## src/verilog/plcs_pkg.sv

```systemverilog
// Package: constants for the link cycle supervisor
package plcs_pkg;
   localparam int CLK_HZ = 100_000_000;
   localparam int BITS_PER_BYTE = 11;
   localparam int FRAME_OVERHEAD = 23;
   localparam int BYTES_PER_WORD = 4;
   localparam int TABLE_BASE = 13;
   localparam int TABLE_PER_STN = 2;
   localparam int JOIN_CMD_BYTES = 10;
   localparam int STOP_CMD_BYTES = 7;
   localparam int JOIN_WAIT_DEF_MS = 400;
   localparam int JOIN_WAIT_MIN_MS = 10;
   localparam int JOIN_WAIT_MAX_MS = 400;
   localparam int LIVE_DEF_MS = 6400;
   localparam int LIVE_MIN_MS = 100;
   localparam int LIVE_MAX_MS = 6400;
   localparam int MS_NS = 1_000_000;
   localparam int CLK_NS = 10;
   localparam int MS_CYCLES = MS_NS / CLK_NS;
   localparam int NUM_STN = 16;
   localparam logic [1:0] KW_JOIN = 2'h1;
   localparam logic [1:0] KW_LIVE = 2'h2;
   typedef enum logic [2:0] {
      PLCS_IDLE, PLCS_SHARE, PLCS_TABLE, PLCS_JOINCMD, PLCS_WAIT,
      PLCS_STOPCMD, PLCS_MSCAN
   } plcs_state_t;
endpackage

```

## src/verilog/plcs_supervisor.sv

```systemverilog
// Link cycle supervisor: frame timing, joining, liveness
`timescale 1ns/1ps
// How it works
// - each byte on the line lasts 11 bit periods.
// - data frame is 23 bytes plus 4 per relay and register word.
// - link table frame is 13 bytes plus 2 per joined station.
// - station share is its scan then its data frame.
// - joining starts with a 10-byte joining command.
// - after the wait, 7-byte stop command then one master scan.
// - joining skipped entirely when no station is absent.
// - joining wait defaults 400 ms, programmable 10 to 400 ms.
// - silent station's liveness flag clears after timeout, default 6.4 s.
// - liveness timeout programmable 100 to 6400 ms.
// - joined means powered at the join, still live, and numbered 1 up to highest station.
// - unjoined station's data is not exchanged until it joins.
// - one liveness and one run-mode flag per station 1 to 16.
// - transmission error flag set on any link problem.
module plcs_supervisor #(
   parameter int BAUD = 115200,
   parameter int MS_CYC = plcs_pkg::MS_CYCLES
) (
   input wire logic clk,
   input wire logic resetn,
   input wire logic first_scan_pulse,
   input wire logic cfg_write,
   input wire logic [1:0] config_keyword_instruction,
   input wire logic [12:0] cfg_value_ms,
   input wire logic [4:0] highest_station,
   input wire logic [7:0] frame_words,
   input wire logic [15:0] scan_cycles,
   input wire logic [15:0] station_powered,
   input wire logic [15:0] station_run,
   input wire logic [15:0] rx_heard,
   input wire logic link_fault,
   input wire logic link_error_clear,
   output logic [15:0] station_liveness_flag,
   output logic [15:0] station_run_flag,
   output logic link_error_flag,
   output logic [8:0] join_wait_keyword,
   output logic [12:0] liveness_timeout_keyword,
   output logic tx_active,
   output logic cycle_valid,
   input wire logic cycle_ready,
   output logic [31:0] cycle_cycles
);
   localparam int BYTE_CYC = plcs_pkg::BITS_PER_BYTE * plcs_pkg::CLK_HZ / BAUD;

   plcs_pkg::plcs_state_t state_reg;
   logic [31:0] cnt_reg, cyc_reg, share_len;
   logic [4:0] stn_reg;
   logic [15:0] joined_reg, in_range;
   logic [31:0] live_cnt_reg [plcs_pkg::NUM_STN];
   logic [15:0] pw_q1_reg, pw_q2_reg, pw_q3_reg, pw_reg;
   logic ft_q1_reg, ft_q2_reg, ft_q3_reg, fault_reg, fault_prev_reg;
   logic buf_ready, cyc_done, absent;

   // Pin synchronisers, change taken when stages 2 and 3 agree
   always_ff @(posedge clk or negedge resetn) begin
      if (!resetn) begin
         pw_q1_reg <= 16'h0000;
         pw_q2_reg <= 16'h0000;
         pw_q3_reg <= 16'h0000;
         pw_reg <= 16'h0000;
         ft_q1_reg <= 1'b0;
         ft_q2_reg <= 1'b0;
         ft_q3_reg <= 1'b0;
         fault_reg <= 1'b0;
      end else begin
         pw_q1_reg <= station_powered;
         pw_q2_reg <= pw_q1_reg;
         pw_q3_reg <= pw_q2_reg;
         for (int i = 0; i < plcs_pkg::NUM_STN; i++) begin
            if (pw_q2_reg[i] == pw_q3_reg[i]) begin
               pw_reg[i] <= pw_q3_reg[i];
            end
         end
         ft_q1_reg <= link_fault;
         ft_q2_reg <= ft_q1_reg;
         ft_q3_reg <= ft_q2_reg;
         if (ft_q2_reg == ft_q3_reg) begin
            fault_reg <= ft_q3_reg;
         end
      end
   end

   always_comb begin
      for (int i = 0; i < plcs_pkg::NUM_STN; i++) begin
         in_range[i] = (5'(i + 1) <= highest_station);
      end
   end
   assign absent = |(in_range & ~joined_reg);

   always_ff @(posedge clk or negedge resetn) begin
      if (!resetn) begin
         join_wait_keyword <= 9'(plcs_pkg::JOIN_WAIT_DEF_MS);
         liveness_timeout_keyword <= 13'(plcs_pkg::LIVE_DEF_MS);
      end else if (cfg_write) begin
         if (config_keyword_instruction == plcs_pkg::KW_JOIN) begin
            if (cfg_value_ms < 13'(plcs_pkg::JOIN_WAIT_MIN_MS)) begin
               join_wait_keyword <= 9'(plcs_pkg::JOIN_WAIT_MIN_MS);
            end else if (cfg_value_ms > 13'(plcs_pkg::JOIN_WAIT_MAX_MS)) begin
               join_wait_keyword <= 9'(plcs_pkg::JOIN_WAIT_MAX_MS);
            end else begin
               join_wait_keyword <= cfg_value_ms[8:0];
            end
         end else if (config_keyword_instruction == plcs_pkg::KW_LIVE) begin
            if (cfg_value_ms < 13'(plcs_pkg::LIVE_MIN_MS)) begin
               liveness_timeout_keyword <= 13'(plcs_pkg::LIVE_MIN_MS);
            end else if (cfg_value_ms > 13'(plcs_pkg::LIVE_MAX_MS)) begin
               liveness_timeout_keyword <= 13'(plcs_pkg::LIVE_MAX_MS);
            end else begin
               liveness_timeout_keyword <= cfg_value_ms;
            end
         end
      end
   end

   assign share_len = 32'(scan_cycles) + 32'(BYTE_CYC) *
      (32'(plcs_pkg::FRAME_OVERHEAD) +
       32'(plcs_pkg::BYTES_PER_WORD) * 32'(frame_words));
   // Cycle sequencer
   assign cyc_done = (cnt_reg == 32'h0000_0001) || (cnt_reg == 32'h0);
   always_ff @(posedge clk or negedge resetn) begin
      if (!resetn) begin
         state_reg <= plcs_pkg::PLCS_IDLE;
         cnt_reg <= 32'h0;
         cyc_reg <= 32'h0;
         stn_reg <= 5'h0;
         joined_reg <= 16'h0000;
      end else begin
         cyc_reg <= cyc_reg + 32'h1;
         if (!cyc_done) begin
            cnt_reg <= cnt_reg - 32'h1;
         end
         unique case (state_reg)
            plcs_pkg::PLCS_IDLE: begin
               if (buf_ready) begin
                  state_reg <= plcs_pkg::PLCS_SHARE;
                  stn_reg <= 5'h0;
                  cyc_reg <= 32'h1;
                  // station one shares only when joined
                  cnt_reg <= joined_reg[0] ? share_len : 32'h0;
               end
            end
            plcs_pkg::PLCS_SHARE: begin
               if (cyc_done) begin
                  if (stn_reg + 5'h1 < highest_station) begin
                     stn_reg <= stn_reg + 5'h1;
                     // only joined stations take a share
                     cnt_reg <= joined_reg[stn_reg[3:0] + 4'h1] ?
                        share_len : 32'h0;
                  end else begin
                     state_reg <= plcs_pkg::PLCS_TABLE;
                     cnt_reg <= 32'(BYTE_CYC) * (32'(plcs_pkg::TABLE_BASE) +
                        32'(plcs_pkg::TABLE_PER_STN) *
                        32'($countones(joined_reg & in_range)));
                  end
               end
            end
            plcs_pkg::PLCS_TABLE: begin
               if (cyc_done) begin
                  if (absent) begin
                     state_reg <= plcs_pkg::PLCS_JOINCMD;
                     cnt_reg <= 32'(BYTE_CYC) * 32'(plcs_pkg::JOIN_CMD_BYTES);
                  end else begin
                     state_reg <= plcs_pkg::PLCS_MSCAN;
                     cnt_reg <= 32'(scan_cycles);
                  end
               end
            end
            plcs_pkg::PLCS_JOINCMD: begin
               if (cyc_done) begin
                  state_reg <= plcs_pkg::PLCS_WAIT;
                  cnt_reg <= 32'(join_wait_keyword) * 32'(MS_CYC);
               end
            end
            plcs_pkg::PLCS_WAIT: begin
               if (cyc_done) begin
                  // only powered stations at this point join
                  joined_reg <= joined_reg | (pw_reg & in_range);
                  state_reg <= plcs_pkg::PLCS_STOPCMD;
                  cnt_reg <= 32'(BYTE_CYC) * 32'(plcs_pkg::STOP_CMD_BYTES);
               end
            end
            plcs_pkg::PLCS_STOPCMD: begin
               if (cyc_done) begin
                  state_reg <= plcs_pkg::PLCS_MSCAN;
                  cnt_reg <= 32'(scan_cycles);
               end
            end
            plcs_pkg::PLCS_MSCAN: begin
               if (cyc_done) begin
                  state_reg <= plcs_pkg::PLCS_IDLE;
               end
            end
         endcase
         for (int i = 0; i < plcs_pkg::NUM_STN; i++) begin
            if (!in_range[i] || !station_liveness_flag[i]) begin
               if (state_reg != plcs_pkg::PLCS_WAIT || !cyc_done) begin
                  joined_reg[i] <= 1'b0;
               end
            end
         end
      end
   end

   assign tx_active = (state_reg != plcs_pkg::PLCS_IDLE);

   always_ff @(posedge clk or negedge resetn) begin
      if (!resetn) begin
         station_liveness_flag <= 16'h0000;
         station_run_flag <= 16'h0000;
         for (int i = 0; i < plcs_pkg::NUM_STN; i++) begin
            live_cnt_reg[i] <= 32'h0;
         end
      end else begin
         for (int i = 0; i < plcs_pkg::NUM_STN; i++) begin
            if (rx_heard[i] && in_range[i]) begin
               live_cnt_reg[i] <= 32'(liveness_timeout_keyword) * 32'(MS_CYC);
               station_liveness_flag[i] <= 1'b1;
               station_run_flag[i] <= station_run[i];
            end else if (live_cnt_reg[i] > 32'h1) begin
               live_cnt_reg[i] <= live_cnt_reg[i] - 32'h1;
            end else begin
               live_cnt_reg[i] <= 32'h0;
               station_liveness_flag[i] <= 1'b0;
               station_run_flag[i] <= 1'b0;
            end
         end
      end
   end

   // sticky error, set wins over clear
   always_ff @(posedge clk or negedge resetn) begin
      if (!resetn) begin
         link_error_flag <= 1'b0;
         fault_prev_reg <= 1'b0;
      end else begin
         fault_prev_reg <= fault_reg;
         if (fault_reg && !fault_prev_reg) begin
            link_error_flag <= 1'b1;
         end else if (link_error_clear) begin
            link_error_flag <= 1'b0;
         end
      end
   end

   // Measured cycle time out through the buffer
   plcs_buf2 #(
      .W(32)
   ) u_buf (
      .clk(clk),
      .resetn(resetn),
      .in_valid(state_reg == plcs_pkg::PLCS_MSCAN && cyc_done),
      .in_ready(buf_ready),
      .in_data(cyc_reg),
      .out_valid(cycle_valid),
      .out_ready(cycle_ready),
      .out_data(cycle_cycles)
   );

   property p_wait_len;
      @(posedge clk) disable iff (!resetn)
      (state_reg == plcs_pkg::PLCS_JOINCMD && cyc_done) |=>
      (cnt_reg == 32'($past(join_wait_keyword)) * 32'(MS_CYC));
   endproperty
   a_wait_len: assert property (p_wait_len) else $error("bad wait");
   property p_skip;
      @(posedge clk) disable iff (!resetn)
      (state_reg == plcs_pkg::PLCS_TABLE && cyc_done && !absent) |=>
      (state_reg == plcs_pkg::PLCS_MSCAN);
   endproperty
   a_skip: assert property (p_skip) else $error("join not skipped");
   // error flag rises after fault edge
   property p_err;
      @(posedge clk) disable iff (!resetn)
      (fault_reg && !fault_prev_reg) |=> link_error_flag;
   endproperty
   a_err: assert property (p_err) else $error("error missed");
   property p_live_rng;
      @(posedge clk) disable iff (!resetn)
      liveness_timeout_keyword >= 13'(plcs_pkg::LIVE_MIN_MS) &&
      liveness_timeout_keyword <= 13'(plcs_pkg::LIVE_MAX_MS);
   endproperty
   a_live_rng: assert property (p_live_rng) else $error("timeout range");
endmodule

```

## src/verilog/plcs_buf2.sv

```systemverilog
// Two-entry buffer between link cycle and receiver
`timescale 1ns/1ps
module plcs_buf2 #(
   parameter int W = 8
) (
   input wire logic clk,
   input wire logic resetn,
   input wire logic in_valid,
   output logic in_ready,
   input wire logic [W-1:0] in_data,
   output logic out_valid,
   input wire logic out_ready,
   output logic [W-1:0] out_data
);
   logic [W-1:0] mem_reg [2];
   logic rd_reg, wr_reg;
   logic [1:0] cnt_reg;
   logic push, pop;

   // Handshakes
   assign in_ready = (cnt_reg != 2'h2);
   assign out_valid = (cnt_reg != 2'h0);
   assign push = in_valid && in_ready;
   assign pop = out_valid && out_ready;
   assign out_data = mem_reg[rd_reg];

   // Storage
   always_ff @(posedge clk) begin
      if (push) begin
         mem_reg[wr_reg] <= in_data;
      end
   end

   // Pointers and count
   always_ff @(posedge clk or negedge resetn) begin
      if (!resetn) begin
         rd_reg <= 1'b0;
         wr_reg <= 1'b0;
         cnt_reg <= 2'h0;
      end else begin
         if (push) begin
            wr_reg <= ~wr_reg;
         end
         if (pop) begin
            rd_reg <= ~rd_reg;
         end
         cnt_reg <= cnt_reg + {1'b0, push} - {1'b0, pop};
      end
   end

   // Never more than two entries
   property p_cnt_max;
      @(posedge clk) disable iff (!resetn)
      cnt_reg <= 2'h2;
   endproperty
   a_cnt_max: assert property (p_cnt_max) else $error("overfull");
   // Stalled word holds steady
   property p_hold;
      @(posedge clk) disable iff (!resetn)
      (out_valid && !out_ready) |=> (out_valid && $stable(out_data));
   endproperty
   a_hold: assert property (p_hold) else $error("word lost");
endmodule

```

## config.mk

```make
export PLATFORM = sky130hd
export DESIGN_NAME = plcs_supervisor
export DESIGN_NICKNAME = d
export VERILOG_FILES = /design/src/verilog/plcs_pkg.sv /design/src/verilog/plcs_supervisor.sv /design/src/verilog/plcs_buf2.sv
export SDC_FILE = /design/constraint.sdc
export NUM_CORES = 2
export LEC_CHECK = 0
export BUFFER_PORTS_ARGS = -buffer_cell sky130_fd_sc_hd__buf_2
export CORE_AREA = 3 3 375 377
export DETAILED_ROUTE_END_ITERATION = 7
export DIE_AREA = 0 0 378 380
export HOLD_SLACK_MARGIN = 0.08
export PLACE_DENSITY = 0.59
export SYNTH_ARGS = -nofsm -noshare
export SYNTH_HDL_FRONTEND = slang
export SYNTH_HIERARCHICAL = 1
export SYNTH_SLANG_ARGS = --single-unit
export TNS_END_PERCENT = 20
```

## constraint.sdc

```tcl
create_clock -name clk -period 9.3 [get_ports clk]
set_input_delay 1.86 -clock clk [delete_from_list [all_inputs] [get_ports clk]]
set_output_delay 1.86 -clock clk [all_outputs]
set_load 0.01 [all_outputs]
```

==> metrics <==
final WL=about 140000 µm; Setup CP Type=in -> reg; Post-synth EDFFs=64; Site Rows=around 140; Post-Syn Nets=about 5.5k; Worst slew margin=between 20% and 30%; type of the most critical hold path=reg -> reg; mux share of post-synthesis cell area=roughly 1.1%; post-DP HPWL=between 90000 and 100000 µm; Cells after Synth=about 5.0k; number of flip-flops in the largest register=between 500 and 600; Layout Skew=31.2 ps; grt met3 use=under 10%; GRT Total Usage=between 10% and 20%; largest area contributor in the netlist=dfrtp_1; FMAX=approximately 110 MHz; sequential share of the synthesized area=a little over two fifths; first-pass GRT wire length=218000 µm; reg2reg end=cnt_reg[19]$_DFF_PN0_; crit path to=cnt_reg[19]$_DFF_PN0_; max_cap viols=0; most frequent CP cell=inv_1; Sum Neg Setup Slack=0 ps; initial antenna violation count=24; H-tree depth=3; ranking of synthesized cells by area=dfrtp_1, ha_1, xnor2_1, xor2_1, edfxtp_1; Initial DRT Pass Iterations=5; CTS-repair resized insts=0; Top Usage Layer GRT=met2; Synth Area per Inst=roughly 9.7 µm²; count of distinct cell types in the synthesized netlist=between 90 and 100; Layout fillers=between 10k and 15k; Arr. time, crit path=approximately 9500 ps; Synth Area in XOR/XNOR=around 11%; Clock Latency Late Sink=~700 ps; GR met1 Demand/Resource=27.7%; clock-pin slew on the worst setup and hold paths=about 60 ps; Die Width=378 µm; final period utilization=between 90% and 100%; top-count cell post-synth=dfrtp_1; Core Region=137000 µm²; crit start category=input port; Worst-Margin Slew=between 1000 and 1500 ps; CTS sink count=~790; placed insts=slightly below 7k; Starting Density=35.0%; Max stage delay on crit path=roughly 540 ps; drt wl/cell=19.9 µm; Critical path origin=highest_station[2]; postcts setup bufs=0; Hold Slack=between 300 and 400 ps; IO buf count=roughly 190; root buf cell=clkbuf_16; Syn-to-layout area delta=14.1%; yosys warns=6; Post-synth ARST share=between 90% and 100%; vias in the first global route=37.2k; Crit-path slowest cell=fa_1; setup slack, reg-to-reg=between 1500 and 2000 ps; Cell Area, Synth=between 40000 and 50000 µm²; CTS buffer count=slightly above 90; critical path endpoint category=flop; Yosys reg bits=~800; Synth Area in Simple Gates=between 10% and 20%; Yosys top cell area share=approximately 38%; DRC=0; met2 usage=29.4%; post-DR vias/cell=approximately 5.4; Reg2Reg Depth=30; GP Congestion=about 0.9; Post-DRT Antenna Nets=0; Max FO, Critical Path=8; Max Transition Viols Final=0; Adder-Cell Fraction of Synth Area=~12%; die area=about 140000 µm²; largest net degree at the start of global routing=between 150 and 200; CTS tree=yes; fin cells=about 7k; Final setup viols=0; largest family of logic cells by synthesized area=simple AND/OR/NAND/NOR gates; clk buf depth=3; P_leak=roughly 0.023 µW; DR vias=approximately 38k; DRT iter0 DRCs=2796; power per cell area=between 300 and 400 nW/µm²; Critical Path RT=9910 ps; post-synthesis compound-gate area fraction=12.7%; Die Ht=~380 µm; layout cells sized above 1=10.8%; Final min period=roughly 8900 ps; Final Hold Fails=0; worst r2r src=joined_reg[11]$_DFF_PN0_; hold_buf cts=0; synth cell count leaders=dfrtp_1, nand2_1, nor2_1, xnor2_1, ha_1; unrepaired setup endpoints after global routing=no; total congestion overflow=0; final net count=5668; status=finished clean; I/O pins=roughly 190; maximum VDD drop=1130 µV; ys flop type=dfrtp_1
[kinds of logic after synthesis]
family          count (synthesis)
mux                            47
simple gates                 1729
compound gates                923
flops                         792
buf+inv                       445
xor+xnor                      590
fa+ha+maj                     433
[metrics by stage]
| step | total power [µW] | util (%) | cell area, µm² | setup slack (ps) |
|---|---|---|---|---|
| after floorplan | 12400 | - | 48100 | 6.17 |
| after global placement | 17500 | 37.5 | 51600 | -157 |
| after detailed placement | 17700 | 37.5 | 51600 | -225 |
| after CTS | 21800 | 39.9 | 54900 | 505 |
| after global routing | 23000 | 39.9 | 54900 | 117 |
| final | 21700 | 39.9 | 54900 | 425 |
[layout make-up]
cell class              count  area, µm²  share of cell area, %
multi-input cells        3722      26500                   48.2
flip-flops and latches    792      20100                   36.7
clock buffers             127       2670                   4.86
well taps                1794       2240                   4.09
repair buffers            297       1800                   3.28
inverters                 250        938                   1.71
clock inverters            41        613                   1.12
diodes                     11       27.5                 0.0501
[critical path, delay by kind of cell]
family / cells / cell delay [ps]
adder cells (fa/ha/maj): 12 / 4530
buffers and inverters: 9 / 720
AO/OA/AOI/OAI: 6 / 1380
AND/OR/NAND/NOR: 4 / 660
XOR/XNOR: 2 / 320
[power by group]
part	internal [µW]	switching, µW	leakage [µW]
Sequential	4610	993	0.00944
Combinational	4020	8100	0.0122
Clock	2400	1550	0.00162
[layer usage]
metal / vias to the layer above / wire, µm
met4: 8 / 3520
met3: 210 / 9640
met5: - / 61
met2: 974 / 61600
met1: 18887 / 65000
li1: 18095 / -
[placed cells by master, fill, tap and decap left out, types with 18 or more instances in the layout]
cell type	n
a211oi_1	22
a21o_1	36
a21oi_1	117
a31oi_1	19
and2_1	34
and3_1	27
buf_2	185
buf_4	109
clkbuf_16	95
dfrtp_1	720
edfxtp_1	64
fa_1	84
ha_1	329
inv_1	248
maj3_1	18
mux2_2	35
nand2_1	460
nand2b_1	34
nand3_1	131
nand3b_1	29
nand4_1	37
nor2_1	425
nor2b_1	41
nor3_1	199
nor4_1	104
o211ai_1	23
o21a_1	20
o21ai_0	166
o22ai_1	244
o31ai_1	98
o32ai_1	19
or2_2	25
or3_1	65
or4_1	66
xnor2_1	324
xor2_1	251
[worst min-delay path by stage]
stage                                        from                      end  slack [ps]  depth (start not counted)
after floorplan               ft_q1_reg$_DFF_PN0_      ft_q2_reg$_DFF_PN0_         330                          0
after global placement     pw_q1_reg[8]$_DFF_PN0_   pw_q2_reg[8]$_DFF_PN0_         330                          0
after detailed placement   pw_q1_reg[2]$_DFF_PN0_   pw_q2_reg[2]$_DFF_PN0_         340                          0
after CTS                 pw_q1_reg[13]$_DFF_PN0_  pw_q2_reg[13]$_DFF_PN0_         350                          0
after global routing      pw_q1_reg[13]$_DFF_PN0_  pw_q2_reg[13]$_DFF_PN0_         350                          0
final                     pw_q1_reg[13]$_DFF_PN0_  pw_q2_reg[13]$_DFF_PN0_         350                          0
(Power assumes the default switching activity.)
